<file path="config.mk">
export PLATFORM = sky130hd
export DESIGN_NAME = adc_channel_sequencer
export DESIGN_NICKNAME = d
export VERILOG_FILES = /design/src/adc_seq_pkg.sv /design/src/adc_channel_sequencer.sv
export VERILOG_INCLUDE_DIRS = /design/src /design/src/src
export SDC_FILE = /design/constraint.sdc
export NUM_CORES = 1
export LEC_CHECK = 0
export BUFFER_PORTS_ARGS = -buffer_cell sky130_fd_sc_hd__buf_2
export CORE_MARGIN = 4
export CORE_UTILIZATION = 24
export CTS_CLUSTER_DIAMETER = 40
export DETAILED_ROUTE_END_ITERATION = 12
export HOLD_SLACK_MARGIN = 0.05
export PLACE_DENSITY = 0.46
export SYNTH_ARGS = -nofsm -noshare
export SYNTH_HDL_FRONTEND = slang
export SYNTH_SLANG_ARGS = --single-unit
</file>
<file path="constraint.sdc">
create_clock -name pclk -period 7.8 [get_ports pclk]
set_clock_uncertainty 0.1 [all_clocks]
set_input_delay 0 -clock pclk [delete_from_list [all_inputs] [get_ports pclk]]
set_output_delay 0 -clock pclk [all_outputs]
set_load 0.005 [all_outputs]
</file>
<file path="src/adc_seq_consts.svh">
// offsets, field positions, reset values and timing counts of the sequencer block
// Notes on behaviour
// - range and single-ended bits pick one of four input spans.
// - single-ended mode routes the input whose index equals the channel address.
// - differential mode pairs even n with n+1, odd n with n-1.
// - coding bit 1 gives straight binary, 0 gives two's complement.
// - both power bits set keeps the converter fully powered.
// - upper power bit clear shuts down after each conversion.
// - after leaving shutdown a 1 us wake interval precedes valid conversion.
// - sequencer enable and mask select both 0 means plain multiplexed operation.
// - direct mode converts the channel of the preceding write.
// - enable 0, mask select 1 makes the next serial write load the mask.
// - loaded mask channels convert in turn, one per chip-select falling edge.
// - any channel set, adjacent or not, is sequenced; only set ones.
// - enable 1, mask select 0 write does not disturb the running sequence.
// - that hold write still updates power, drive, range, coding, single-ended.
// - both bits 1 converts channels 0 up to the address value repeatedly.
// - 13-bit control word fields decode as write, seq, address, power, etc.
// - mask bit 15 is input 0, down to bit 0 for input 15.
// - sequence ascends and wraps until a write other than hold arrives.
// - an all-zero mask selects channel 15.
`ifndef ADC_SEQ_CONSTS_SVH
`define ADC_SEQ_CONSTS_SVH
`define OFF_CTRL 12'h000
`define OFF_MASK 12'h004
`define OFF_STATUS 12'h008
`define BIT_WRITE 12
`define BIT_SEQ 11
`define BIT_ADDR_HI 10
`define BIT_ADDR_LO 7
`define BIT_PM_HI 6
`define BIT_PM_LO 5
`define BIT_MASK_SEL 4
`define BIT_DRIVE 3
`define BIT_RANGE 2
`define BIT_CODING 1
`define BIT_SE 0
`define CTRL_RESET 13'h0000
`define MASK_RESET 16'h0000
`define CTRL_EDGES 5'd13
`define FRAME_EDGES 5'd16
`define WAKE_NS 1000
`define CLK_NS 40
`define WAKE_CYCLES 5'((`WAKE_NS + `CLK_NS - 1) / `CLK_NS)
`endif

</file>
<file path="src/adc_seq_pkg.sv">
// types shared by the channel sequencer block
package adc_seq_pkg;
    typedef enum logic [1:0] {seq_direct, seq_mask, seq_count} seq_mode_t;

    typedef struct packed {
        logic [3:0] mux_pos;
        logic [3:0] mux_neg;
        logic differential;
        logic range_sel;
        logic coding_sel;
        logic output_drive_select;
    } conv_cfg_t;

    typedef struct packed {
        logic sclk_s1;
        logic sclk_s2;
        logic sclk_d;
        logic csn_s1;
        logic csn_s2;
        logic csn_d;
        logic din_s1;
        logic din_s2;
        logic [4:0] bit_cnt;
        logic [15:0] shift;
        logic mask_armed;
        logic mask_frame;
        logic [12:0] ctrl;
        logic [15:0] mask;
        seq_mode_t mode;
        logic [3:0] seq_limit;
        logic restart;
        logic [3:0] cur_ch;
        conv_cfg_t cfg;
        logic power_on;
        logic conv_valid;
        logic [4:0] wake_cnt;
        logic [31:0] prdata;
        logic pready;
        logic pslverr;
    } state_t;
endpackage

</file>
<file path="src/adc_channel_sequencer.sv">
// control word decode, channel sequencer and power sequencing with an apb view
//
// Chosen here: the register offsets and the APB interface to the registers.
`include "adc_seq_consts.svh"

module adc_channel_sequencer
    import adc_seq_pkg::*;
(
    // clock and reset
    input wire logic pclk,
    input wire logic presetn,
    // apb slave
    input wire logic psel,
    input wire logic penable,
    input wire logic pwrite,
    input wire logic [11:0] paddr,
    input wire logic [31:0] pwdata,
    output logic [31:0] prdata,
    output logic pready,
    output logic pslverr,
    // serial port pins from the host
    input wire logic sclk,
    input wire logic chip_select_n,
    input wire logic din,
    // converter steering
    output conv_cfg_t cfg,
    output logic power_on,
    output logic conv_valid
);
    state_t r;
    state_t n;
    logic sclk_fall;
    logic csn_fall;
    logic csn_rise;
    logic wr_ctrl;
    logic [12:0] word;
    logic [3:0] ch;
    logic setup;
    logic access;
    logic drop;

    // next selected channel above cur, wrapping; empty mask falls back to 15
    function automatic logic [3:0] next_in_mask(input logic [15:0] m, input logic [3:0] cur);
        logic [3:0] c;
        logic found;
        next_in_mask = 4'hf;
        found = 1'b0;
        for (int i = 1; i <= 16; i++) begin
            c = 4'(cur + 4'(i));
            if (!found && m[4'hf - c]) begin
                next_in_mask = c;
                found = 1'b1;
            end
        end
    endfunction

    always_comb begin
        n = r;
        wr_ctrl = 1'b0;
        word = `CTRL_RESET;
        ch = r.cur_ch;
        drop = 1'b0;
        // pins pass two flops; edges are found on the second and third stage only
        n.sclk_s1 = sclk;
        n.sclk_s2 = r.sclk_s1;
        n.sclk_d = r.sclk_s2;
        n.csn_s1 = chip_select_n;
        n.csn_s2 = r.csn_s1;
        n.csn_d = r.csn_s2;
        n.din_s1 = din;
        n.din_s2 = r.din_s1;
        sclk_fall = r.sclk_d & ~r.sclk_s2;
        csn_fall = r.csn_d & ~r.csn_s2;
        csn_rise = ~r.csn_d & r.csn_s2;
        setup = psel & ~penable;
        access = psel & penable & r.pready;

        // wake timer: conversions count as valid only after the interval
        if (r.wake_cnt != 5'd0) begin
            n.wake_cnt = r.wake_cnt - 5'd1;
            if (r.wake_cnt == 5'd1) begin
                n.conv_valid = 1'b1;
            end
        end

        if (csn_fall) begin
            // conversion start: sample pending settings and pick the channel
            n.bit_cnt = 5'd0;
            n.mask_frame = r.mask_armed;
            n.mask_armed = 1'b0;
            case (r.mode)
                seq_direct: ch = r.ctrl[`BIT_ADDR_HI:`BIT_ADDR_LO];
                seq_mask: ch = next_in_mask(r.mask, r.restart ? 4'hf : r.cur_ch);
                seq_count: ch = (r.restart || r.cur_ch >= r.seq_limit) ? 4'h0
                    : 4'(r.cur_ch + 4'h1);
                default: ch = r.cur_ch;
            endcase
            n.restart = 1'b0;
            n.cur_ch = ch;
            n.cfg.mux_pos = ch;
            n.cfg.mux_neg = r.ctrl[`BIT_SE] ? ch : {ch[3:1], ~ch[0]};
            n.cfg.differential = ~r.ctrl[`BIT_SE];
            n.cfg.range_sel = r.ctrl[`BIT_RANGE];
            n.cfg.coding_sel = r.ctrl[`BIT_CODING];
            n.cfg.output_drive_select = r.ctrl[`BIT_DRIVE];
            if (!r.power_on) begin
                n.power_on = 1'b1;
                n.conv_valid = 1'b0;
                n.wake_cnt = `WAKE_CYCLES;
            end
        end else if (!r.csn_s2 && sclk_fall && r.bit_cnt != 5'h1f) begin
            n.shift = {r.shift[14:0], r.din_s2};
            n.bit_cnt = r.bit_cnt + 5'd1;
            // a mask frame carries no control word
            if (r.bit_cnt == `CTRL_EDGES - 5'd1 && !r.mask_frame) begin
                word = {r.shift[11:0], r.din_s2};
                wr_ctrl = word[`BIT_WRITE];
            end
            // the drop is applied last, so a same-cycle full power write keeps power
            if (r.bit_cnt == `FRAME_EDGES - 5'd1 && !r.ctrl[`BIT_PM_HI]) begin
                drop = 1'b1;
            end
        end

        // the mask is taken only at the frame's end, and only if all bits came
        if (csn_rise && r.mask_frame) begin
            n.mask_frame = 1'b0;
            if (r.bit_cnt >= `FRAME_EDGES) begin
                n.mask = r.shift;
                n.mode = seq_mask;
                n.restart = 1'b1;
            end
        end

        // apb: setup decodes, one access cycle answers
        n.pready = setup;
        n.pslverr = 1'b0;
        if (setup) begin
            n.prdata = 32'h0;
            case (paddr)
                `OFF_CTRL: n.prdata = {19'h0, r.ctrl};
                `OFF_MASK: n.prdata = {16'h0, r.mask};
                `OFF_STATUS: n.prdata = {22'h0, r.conv_valid, r.power_on, r.mode,
                    r.mask_armed, r.mask_frame, r.cur_ch};
                default: n.pslverr = 1'b1;
            endcase
        end
        if (access && pwrite) begin
            if (paddr == `OFF_CTRL) begin
                // a same-cycle software write overrides a serial one
                word = pwdata[12:0];
                wr_ctrl = pwdata[`BIT_WRITE];
            end else if (paddr == `OFF_MASK) begin
                n.mask = pwdata[15:0];
                n.mode = seq_mask;
                n.restart = 1'b1;
            end
        end

        if (wr_ctrl) begin
            n.ctrl = word;
            case ({word[`BIT_SEQ], word[`BIT_MASK_SEL]})
                2'b00: n.mode = seq_direct;
                2'b01: begin
                    n.mode = seq_direct;
                    n.mask_armed = 1'b1;
                end
                2'b10: n.mode = r.mode;
                default: begin
                    n.mode = seq_count;
                    n.seq_limit = word[`BIT_ADDR_HI:`BIT_ADDR_LO];
                    n.restart = 1'b1;
                end
            endcase
            if (word[`BIT_PM_HI] && word[`BIT_PM_LO] && !r.power_on) begin
                n.power_on = 1'b1;
                n.conv_valid = 1'b0;
                n.wake_cnt = `WAKE_CYCLES;
            end
        end
        // full power mode never drops power, whatever the pins do
        if (drop && !(n.ctrl[`BIT_PM_HI] && n.ctrl[`BIT_PM_LO])) begin
            n.power_on = 1'b0;
            n.conv_valid = 1'b0;
            n.wake_cnt = 5'd0;
        end
    end

    always_ff @(posedge pclk or negedge presetn) begin
        if (!presetn) begin
            r <= '0;
            r.csn_s1 <= 1'b1;
            r.csn_s2 <= 1'b1;
            r.csn_d <= 1'b1;
        end else begin
            r <= n;
        end
    end

    assign prdata = r.prdata;
    assign pready = r.pready;
    assign pslverr = r.pslverr;
    assign cfg = r.cfg;
    assign power_on = r.power_on;
    assign conv_valid = r.conv_valid;
endmodule

</file>
==> metrics.md, run 1 <==
| Metric | Value |
|---|---|
| Die height | 190.1 um |
| Row count | 66 |
| Max-Cap Viols | 0 |
| Pwr Density | 316.1 nW/um^2 |
| Register share of total power | between 20% and 30% |
| RSZ-0062 raised after global routing | false |
| Critical path's slowest cell | nor2_2 |
| Pre-antenna DRT Iters | 5 |
| Static Leak | between 0.003 and 0.004 uW |
| Outcome | finished clean |
| Synth Cell Area | 7958 um^2 |
| Setup crit start | r[57] |
| M2 GR Usage | 22.07% |
| Max-slew violation total from the final report | 0 |
| Peak Freq | 166.7 MHz |
| CP Launch Type | register |
| TritonCTS Buffers | 9 |
| Relative slew slack | 28.78% |
| WP data arrival | 6.18 ns |
| CTS Sinks | a little over 100 |
| Dpl ws | 1.915 ns |
| Antenna violation net count after detailed routing | 0 |
| Hold Path Class | input pin to register |
| Routability congestion estimate | 0.8529 |
| Initial antenna violation count | 0 |
| Internal reg-to-reg setup slack | 1.80 ns |
| Critical path class | register to register |
| Clk pwr share | 16.2% |
| Clock transition at the registers of the reported paths | 0.08 ns |
| Reg2reg path depth | 14 |
| Comb pwr share | 61.8% |
| Register area share after synthesis | 31.81% |
| Post-synth cell types | 92 |
| Syn Inst Count | 966 |
| CTS Buffer Depth | 2 |
| Die width | roughly 190 um |
| Drt wl/cell | between 15 and 20 um |
| CP cell instances | buf_4, nor2_2, inv_1, ha_1, xnor2_2, nor3_1, a2111oi_0, nor3_1, a2111oi_4, nand4_2, o221ai_1, o211ai_1, or3_1, a31oi_1 |
| Worst hold start | paddr[2] |
| Fin crit share | between 70% and 80% |
| Internal power | 1402 uW |
| Post-Synth XOR/XNOR Area | 1.651% |
| Vias in the first global route | between 6000 and 7000 |
| Initial Util | 24.40% |
| Total global-route track usage | 14.72% |
| Switching Power | 1381 uW |
| Total gr overflow | 0 |
| Slew @ Worst Pin | between 1 and 1.5 ns |
| Final hold violation count | 0 |
| Die ar. | 36130 um^2 |
| Met3 usage | 2.826% |
| Post_cts resized | 0 |
| Ys async rst share | 100.0% |
| Largest net degree at the start of global routing | 54 |
| First-pass GRT wire length | 41790 um |
| Req. time, crit path | 7.98 ns |
| Vias | 7233 |
| Synth Flop Type | dfrtp_1 |
| Worst R2R End | cfg[4] |
| Number of synthesized register bits | 101 |
| Fill cells | around 3500 |
| Setup crit end kind | register |
| Most used routing layer | met2 |
| Area after DPL | 8307 um^2 |
| H-tree Lvls | 3 |
| Synth Area in Compound Gates | a little over a fifth |
| Clock Tree Root | clkbuf_16 |
| Finished Cell Area | 8801 um^2 |
| Layout cells sized above 1 | 14.43% |
| Synth Area in Adders | around 1.9% |
| DRC viols | 0 |
| I/O pin total | 100 |
| Fin crit period | approximately 6.0 ns |
| Simple-gate share of the synthesized area | between 20% and 30% |
| Met1 Usage GRT | 21.97% |
| Post-synth EDFFs | 0 |
| Switch share | between 40% and 50% |
| Synth Warn # | 0 |
| DPL Wire Length | 19370 um |
| Critical Path Most Common Cell | nor3_1 |
| Non-filler instance count after layout | 1433 |
| Max FO, Critical Path | 43 |
| VDD IR max | 0.1527 mV |
| Core ar. | between 30000 and 40000 um^2 |
| Initial drt markers | 709 |
| Vias per cell | about 5.0 |
| Post-Route WL | 26800 um |
| Worst skew pair latency | 0.36 ns |
| Inst Count DP | 1396 |
| Total Nets Final | 1050 |
| I/O Buffers | between 60 and 70 |
| CTS tree | yes |
| R2R Path Start | r[57] |
| Syn_area_per_cell | 8.238 um^2 |
| Mux share of post-synthesis cell area | 10.25% |
| Post-route setup slack | ~1.8 ns |
| Crit-path max cell delay | 0.71 ns |
| Antenna cell count | 0 |
| Critical Path End | cfg[4] |
| Fin Setup TNS | 0 ns |
| Layout overhead on the synthesized area | 10.60% |
| Final setup viols | 0 |
| Main combinational cell family by area after synthesis | simple AND/OR/NAND/NOR gates |
cells by family (layout without fill, tap and decap cells):
logic type | count (synthesis) | after routing
compound gates | 255 | 255
xor+xnor | 12 | 12
fa+ha+maj | 12 | 12
buf+inv | 129 | 139
flops | 101 | 101
mux | 79 | 79
other cells | 1 | 16
simple gates | 377 | 377
stage by stage:
stage               hold slack [ns]  power, uW  utilization (%)
finish                      0.08918       2782            26.98
global route                 0.1064       2962            26.98
CTS                         0.07965       2766            26.98
detailed placement         0.008362       2293            25.47
global placement           0.006574       2297            25.47
floorplan                   -0.3956       1926                -
layout by cell type, fill, tap and decap left out, types with 5 or more instances in the layout:
master           n
a21oi_1         78
a22o_1           5
a2bb2oi_1        8
a31oi_1          9
and3_1          10
buf_2           66
buf_4           14
clkbuf_16        9
conb_1          16
dfrtp_1         97
dlygate4sd3_1   21
ha_1            12
inv_1           20
mux2_2          10
mux2i_1         68
nand2_1        135
nand2b_1        14
nand3_1         21
nand4_1         15
nor2_1          85
nor2b_1         16
nor3_1          26
nor3b_1         10
nor4_1           6
o211ai_1         6
o21ai_0         45
o22ai_1         13
o31ai_1         14
or2_2            7
or3_1            6
xor2_1           6
how the worst min path moves through the flow:
stage | to | cells after the start | slack [ns]
after global routing | pslverr | 3 | 0.11
after global placement | r[99] | 1 | 0.007
after CTS | pslverr | 3 | 0.08
after detailed placement | r[99] | 1 | 0.008
final | pslverr | 3 | 0.09
after floorplan | async pin | 0 | -0.40
cells in the mapped netlist (15+ instances only):
cell type	count	area share (%)
a21oi_1	78	4.9
buf_4	48	4.5
clkbuf_1	40	1.9
dfrtp_1	98	31
inv_1	20	0.94
mux2i_1	68	8.6
nand2_1	135	6.4
nand3_1	21	1.3
nand4_1	15	1.2
nor2_1	85	4.0
nor2b_1	16	1.3
nor3_1	26	1.6
o21ai_0	45	2.8
worst max-delay path: cells and delay by family, from the launching register on:
family,cells,cell delay (ns)
adders and majority gates,1,0.55
and+or+nand+nor,5,1.87
xor gates and xnor gates,1,0.55
buffers and inverters,2,0.63
DFF,1,0.36
AOI/OAI and AO/OA,5,1.84
registers in the layout (all words and copies together) (netlist names), named ones only:
register / cells
prdata: 16
power_on: 1
conv_valid: 1
r: 67
cfg: 6
pready: 1
pslverr: 1
n: 5
power by group through the flow:
stage               combinational, uW  clock [uW]  sequential, uW
detailed placement               1670           0             624
finish                           1720         450             614
global route                     1860         483             619
global placement                 1670           0             622
floorplan                        1340           0             585
CTS                              1690         466             613
area by class of cell:
class,count,area (um^2),area share (%)
Clock buffer,9,225.2,2.559
Clock inverter,7,58.81,0.6682
Inverter,22,82.58,0.9383
Multi-Input combinational cell,751,4703,53.44
Sequential cell,101,2532,28.77
Tap cell,442,553.0,6.284
Timing Repair Buffer,101,645.6,7.336
routing by layer:
layer,vias to the layer above,routed length [um]
met1,3470,13290
met2,238,11360
met5,-,0
met4,0,459
met3,36,1691
li1,3489,-
repair_timing:
action                    in CTS  in global routing
setup buffers                  0                  0
hold endpoints to repair      86                  0
hold buffers                  21                  0
Power figures use the tool's default switching activity.
==> run 2: changes to the inputs <==
--- a/config.mk
+++ b/config.mk
@@ -12,7 +12,7 @@
 export CTS_CLUSTER_DIAMETER = 40
 export DETAILED_ROUTE_END_ITERATION = 12
 export HOLD_SLACK_MARGIN = 0.05
-export PLACE_DENSITY = 0.46
+export PLACE_DENSITY = 0.47
 export SYNTH_ARGS = -nofsm -noshare
 export SYNTH_HDL_FRONTEND = slang
 export SYNTH_SLANG_ARGS = --single-unit
==> constraint.sdc (replaced) <==
create_clock -name pclk -period 5.1 [get_ports pclk]
set_clock_uncertainty 0.1 [all_clocks]
set_input_delay 0 -clock pclk [delete_from_list [all_inputs] [get_ports pclk]]
set_output_delay 0 -clock pclk [all_outputs]
set_load 0.005 [all_outputs]
==> metrics.md, run 2 (synthesis gave the netlist of run 1 again) <==
| Metric | Value |
|---|---|
| Hold path endpoint | pslverr |
| VDD IR max | 0.1868 mV |
| CP Launch Type | register |
| Initial Util | 24.40% |
| Row count | 66 |
| Hold Path Class | input pin to register |
| Post-route setup slack | 0.4363 ns |
| WHS Path Cells | 3 |
| Total Nets Final | 1062 |
| Static Leak | 0.003899 uW |
| Dpl ws | 0.5963 ns |
| Routability congestion estimate | a little under 0.9 |
| WP data arrival | 4.77 ns |
| First-pass GRT wire length | 41460 um |
| Clock transition at the registers of the reported paths | 0.07 ns |
| I/O pin total | 100 |
| DRC viols | 0 |
| Reg2reg path depth | 13 |
| Critical path class | register to register |
| Final Hold Slack | 0.1262 ns |
| RSZ-0062 raised after global routing | false |
| Layout cells sized above 1 | 15.37% |
| CTS tree | yes |
| Internal reg-to-reg setup slack | between 0.4 and 0.5 ns |
| Commonest non-fill, non-tap cell in the layout | nand2_1 |
| Largest net degree at the start of global routing | 69 |
| Fin Setup TNS | 0 ns |
| Die height | roughly 190 um |
| Initial antenna violation count | 0 |
| Initial drt markers | 817 |
| TritonCTS Buffers | 9 |
| R2R Path Start | r[57] |
| Pwr Density | 486.0 nW/um^2 |
| DPL Wire Length | 19520 um |
| CTS Buffer Depth | 2 |
| Outcome | finished clean |
| Die width | 190.1 um |
| Fill cells | 3512 |
| Max FFs per register | 67 |
| CTS Sinks | 101 |
| Finished Cell Area | 8921 um^2 |
| Area after DPL | 8397 um^2 |
| Clock Tree Root | clkbuf_16 |
| Drt wl/cell | about 18 um |
| Peak Freq | about 210 MHz |
| Antenna cell count | 0 |
| Leading cell types in the layout, fill and taps excluded | 135 x nand2_1, 97 x dfrtp_1, 85 x nor2_1, 78 x a21oi_1, 68 x mux2i_1 |
| Final setup viols | 0 |
| Total gr overflow | 0 |
| Pre-antenna DRT Iters | 7 |
| Final hold violation count | 0 |
| Core ar. | approximately 33000 um^2 |
| Non-filler instance count after layout | 1444 |
| Req. time, crit path | between 5 and 6 ns |
| Slew @ Worst Pin | 0.9968 ns |
| Vias | 7356 |
| Die ar. | approximately 36000 um^2 |
| Max-slew violation total from the final report | 0 |
| Layout overhead on the synthesized area | 12.11% |
| Relative slew slack | 33.55% |
| Biggest register | r |
| Fin crit share | between 90% and 100% |
| Worst skew pair latency | between 0.3 and 0.4 ns |
| Total global-route track usage | between 10% and 20% |
| Worst hold start | paddr[2] |
| Post-Route WL | 26680 um |
| Fin crit period | 4.664 ns |
| Max FO, Critical Path | 11 |
| Max-Cap Viols | 0 |
| Vias per cell | 5.094 |
| H-tree Lvls | 3 |
| I/O Buffers | 67 |
| Antenna violation net count after detailed routing | 0 |
| Vias in the first global route | approximately 7000 |
| Setup crit end kind | register |
| Post_cts resized | 0 |
| Inst Count DP | 1408 |
-- run 2: how the worst max path moves through the flow --
stage	startpoint	to
floorplan	r[57]	register
global placement	r[57]	cfg[4]
detailed placement	r[57]	register
CTS	r[57]	register
global route	r[57]	register
finish	r[57]	register
-- run 2: repair_timing --
action,4_1_cts,5_1_grt
setup buffers,0,0
hold buffers,21,0
endpoints found under the hold margin,100,0
-- run 2: metal layers --
metal	track usage, %	part of all wire (%)	wire [um]	vias up
li1	-	-	-	3508
met1	21.97	49	13090	3547
met2	21.74	43	11370	271
met3	2.275	6.8	1815	30
met4	3.033	1.5	401	0
met5	0	0	0	-
-- run 2: metrics by stage --
| step | util, % | power [uW] |
|---|---|---|
| 6_report | 27.35 | 4335 |
| 5_1_grt | 27.35 | 4625 |
| 4_1_cts | 27.35 | 4303 |
| 3_5_place_dp | 25.74 | 3527 |
| 3_3_place_gp | 25.74 | 3543 |
| 2_1_floorplan | - | 2946 |
-- run 2: power by group --
group | switching, uW | internal [uW] | total (uW) | leakage [uW]
Sequential | 78.0 | 843 | 921 | 0.00118
Clock | 311 | 428 | 739 | 0.000147
Combinational | 1680 | 995 | 2680 | 0.00257
-- run 2: worst max-delay path: stages, from the launching register on --
cell and delay, ns:
dfrtp_1 0.41, nor2_2 0.07, inv_1 0.08, ha_1 0.61
xor2_1 0.30, and3_1 0.29, a2111oi_0 0.57, nor3_1 0.26
a2111oi_4 0.45, buf_4 0.22, nand2_1 0.13, o211a_1 0.26
o41ai_1 0.64, a21oi_1 0.15
-- run 2: cell type report --
| cell class | instances | area [um^2] | share of cell area [%] |
|---|---|---|---|
| clock buffers | 9 | 225.2 | 2.525 |
| clock inverters | 6 | 88.84 | 0.9958 |
| inverters | 22 | 82.58 | 0.9257 |
| multi-input cells | 751 | 4703 | 52.72 |
| flip-flops and latches | 101 | 2532 | 28.39 |
| well taps | 442 | 553.0 | 6.199 |
| repair buffers | 113 | 735.7 | 8.247 |
==> run 3: changes to the inputs <==
--- a/config.mk
+++ b/config.mk
@@ -11,8 +11,10 @@
 export CORE_UTILIZATION = 24
 export CTS_CLUSTER_DIAMETER = 40
 export DETAILED_ROUTE_END_ITERATION = 12
+export GPL_ROUTABILITY_DRIVEN = 0
 export HOLD_SLACK_MARGIN = 0.05
-export PLACE_DENSITY = 0.47
+export PLACE_DENSITY = 0.46
+export SLEW_MARGIN = 10
 export SYNTH_ARGS = -nofsm -noshare
 export SYNTH_HDL_FRONTEND = slang
 export SYNTH_SLANG_ARGS = --single-unit
==> constraint.sdc (replaced) <==
create_clock -name pclk -period 5.9 [get_ports pclk]
set_clock_uncertainty 0.1 [all_clocks]
set_input_delay 0 -clock pclk [delete_from_list [all_inputs] [get_ports pclk]]
set_output_delay 0 -clock pclk [all_outputs]
set_load 0.005 [all_outputs]
==> metrics.md, run 3 (synthesis gave the netlist of run 1 again) <==
| Metric | Value |
|---|---|
| Outcome | finished clean |
| Met3 usage | between 2 and 2.5% |
| Total global-route track usage | 14.46% |
| Final setup viols | 0 |
| Max-Cap Viols | 0 |
| H-tree Lvls | 3 |
| Layout overhead on the synthesized area | 11.26% |
| Biggest register | r |
| Largest net degree at the start of global routing | 68 |
| Final Hold Slack | 0.05624 ns |
| Initial antenna violation count | 0 |
| Overall power | around 3700 uW |
| Vias | approximately 7300 |
| Crit path buffers/inverters | 2 |
| Total gr overflow | 0 |
| Worst skew pair latency | 0.35 ns |
| Req. time, crit path | 6.07 ns |
| Finished Cell Area | 8853 um^2 |
| Post-route setup slack | 0.6694 ns |
| Comb pwr share | 62.2% |
| Critical path's slowest cell | dfrtp_1 |
| Post-Route WL | 26700 um |
| Met1 Usage GRT | a little over a fifth |
| WP data arrival | approximately 5.4 ns |
| Clock Tree Root | clkbuf_16 |
| Die ar. | roughly 36000 um^2 |
| Initial Util | between 20% and 30% |
| CTS Sinks | 101 |
| Relative slew slack | between 20% and 30% |
| CTS Buffer Depth | 2 |
| RSZ-0062 raised after global routing | false |
| Dpl ws | roughly 0.76 ns |
| Crit-path max cell delay | between 0.7 and 0.8 ns |
| Clock transition at the registers of the reported paths | around 0.080 ns |
| Slew @ Worst Pin | 1.063 ns |
| CTS tree | yes |
| I/O Buffers | 67 |
| Drt wl/cell | between 15 and 20 um |
| Die width | 190.1 um |
| M2 GR Usage | 22.01% |
| DPL Wire Length | 19460 um |
| TritonCTS Buffers | 9 |
| Register share of total power | 22.3% |
| Most used routing layer | met2 |
| First-pass GRT wire length | 41320 um |
| Vias per cell | 5.059 |
| Final hold violation count | 0 |
| Antenna violation net count after detailed routing | 0 |
| Internal power | 1872 uW |
| Fin crit period | about 5.2 ns |
| Clk pwr share | 15.5% |
| Antenna cell count | 0 |
| Commonest non-fill, non-tap cell in the layout | nand2_1 |
| Switch share | roughly half |
| Max FO, Critical Path | 15 |
| Peak Freq | 191.2 MHz |
| Die height | 190.1 um |
| Area after DPL | 8367 um^2 |
| VDD IR max | 0.1635 mV |
| Pwr Density | 412.4 nW/um^2 |
| DRC viols | 0 |
| Switching Power | approximately 1800 uW |
| Hold Path Class | input pin to async pin |
| Leading cell types in the layout, fill and taps excluded | 135 x nand2_1, 97 x dfrtp_1, 85 x nor2_1, 78 x a21oi_1, 68 x mux2i_1 |
| Layout cells sized above 1 | between 15 and 20% |
| CP cell instances | nor2_2, inv_1, ha_1, xor2_1, and3_1, a2111oi_0, nor3_1, a2111oi_4, buf_4, nand2_1, o221ai_1, o211ai_1, or3_1, a31oi_1 |
| Core ar. | 32620 um^2 |
| Static Leak | 0.003865 uW |
| Initial drt markers | 640 |
| Critical path class | register to register |
| Delay-heaviest family, CP | compound AO/OA/AOI/OAI gates |
| Number of setup buffers added after CTS | 0 |
| Fill cells | 3566 |
| Fin crit share | between 80 and 90% |
| Fin Setup TNS | 0 ns |
| I/O pin total | 100 |
| Max FFs per register | 67 |
| Pre-antenna DRT Iters | 5 |
| Max-slew violation total from the final report | 0 |
| Total Nets Final | 1058 |
| CP Launch Type | register |
| Setup crit end kind | register |
| Vias in the first global route | 6892 |
| Row count | 66 |
==> run 3: cell types whose count changed in the layout (fill, tap and decap cells not counted) <==
cell,previous run,this run
bufinv_16,2,0
buf_4,26,22
clkbuf_1,0,1
clkinvlp_4,2,1
inv_6,0,3
==> run 3: worst reg2reg max path: stages (launching register included) <==
cell       delay, ns
dfrtp_1         0.76
nor2_2          0.11
inv_1           0.30
ha_1            0.58
xor2_1          0.30
and3_1          0.29
a2111oi_0       0.63
nor3_1          0.22
a2111oi_4       0.44
buf_4           0.22
nand2_1         0.15
o221ai_1        0.34
o211ai_1        0.20
or3_1           0.37
a31oi_1         0.16
==> run 3: through the flow <==
stage / std cells / util, %
5_1_grt: 1441 / 27.14
3_5_place_dp: 1404 / 25.65
2_1_floorplan: 981 / -
3_3_place_gp: 1404 / 25.65
4_1_cts: 1441 / 27.14
6_report: 1441 / 27.14
==> run 3: path summary, 6_finish.rpt <==
kind	from	endpoint	slack (ns)	cells after the start
max reg2reg	r[57]	cfg[4]	0.67	14
max in group asynchronous	presetn	cfg[8]	4.34	3
min reg2reg	n[116]	r[116]	0.25	0
min in group pclk	paddr[2]	pslverr	0.11	3
min	presetn	r[100]	0.06	2
max	r[57]	cfg[4]	0.67	14
==> run 3: layer usage <==
layer	share of wire (%)	up-vias
met3	6.0	34
met2	43	241
met4	1.8	0
met5	0	-
li1	-	3496
met1	50	3519
==> run 3: timing repair <==
action,CTS,global route
resized for setup,0,0
hold buffers,21,0
hold endpoints to repair,68,0
==> run 3: final cells by class <==
| type | instances | area [um^2] | share of cell area (%) |
|---|---|---|---|
| Sequential cell | 101 | 2532 | 28.60 |
| Clock inverter | 6 | 47.55 | 0.5370 |
| Inverter | 22 | 82.58 | 0.9327 |
| Multi-Input combinational cell | 751 | 4703 | 53.12 |
| Tap cell | 442 | 553.0 | 6.246 |
| Timing Repair Buffer | 109 | 705.7 | 7.971 |
| Clock buffer | 10 | 229.0 | 2.586 |
==> run 3: power groups by stage <==
stage	logic, uW	clock network (uW)	registers, uW
after floorplan	1770	0	773
after global placement	2210	0	826
after detailed placement	2200	0	827
after CTS	2220	584	813
after global routing	2470	610	822
final	2270	566	814
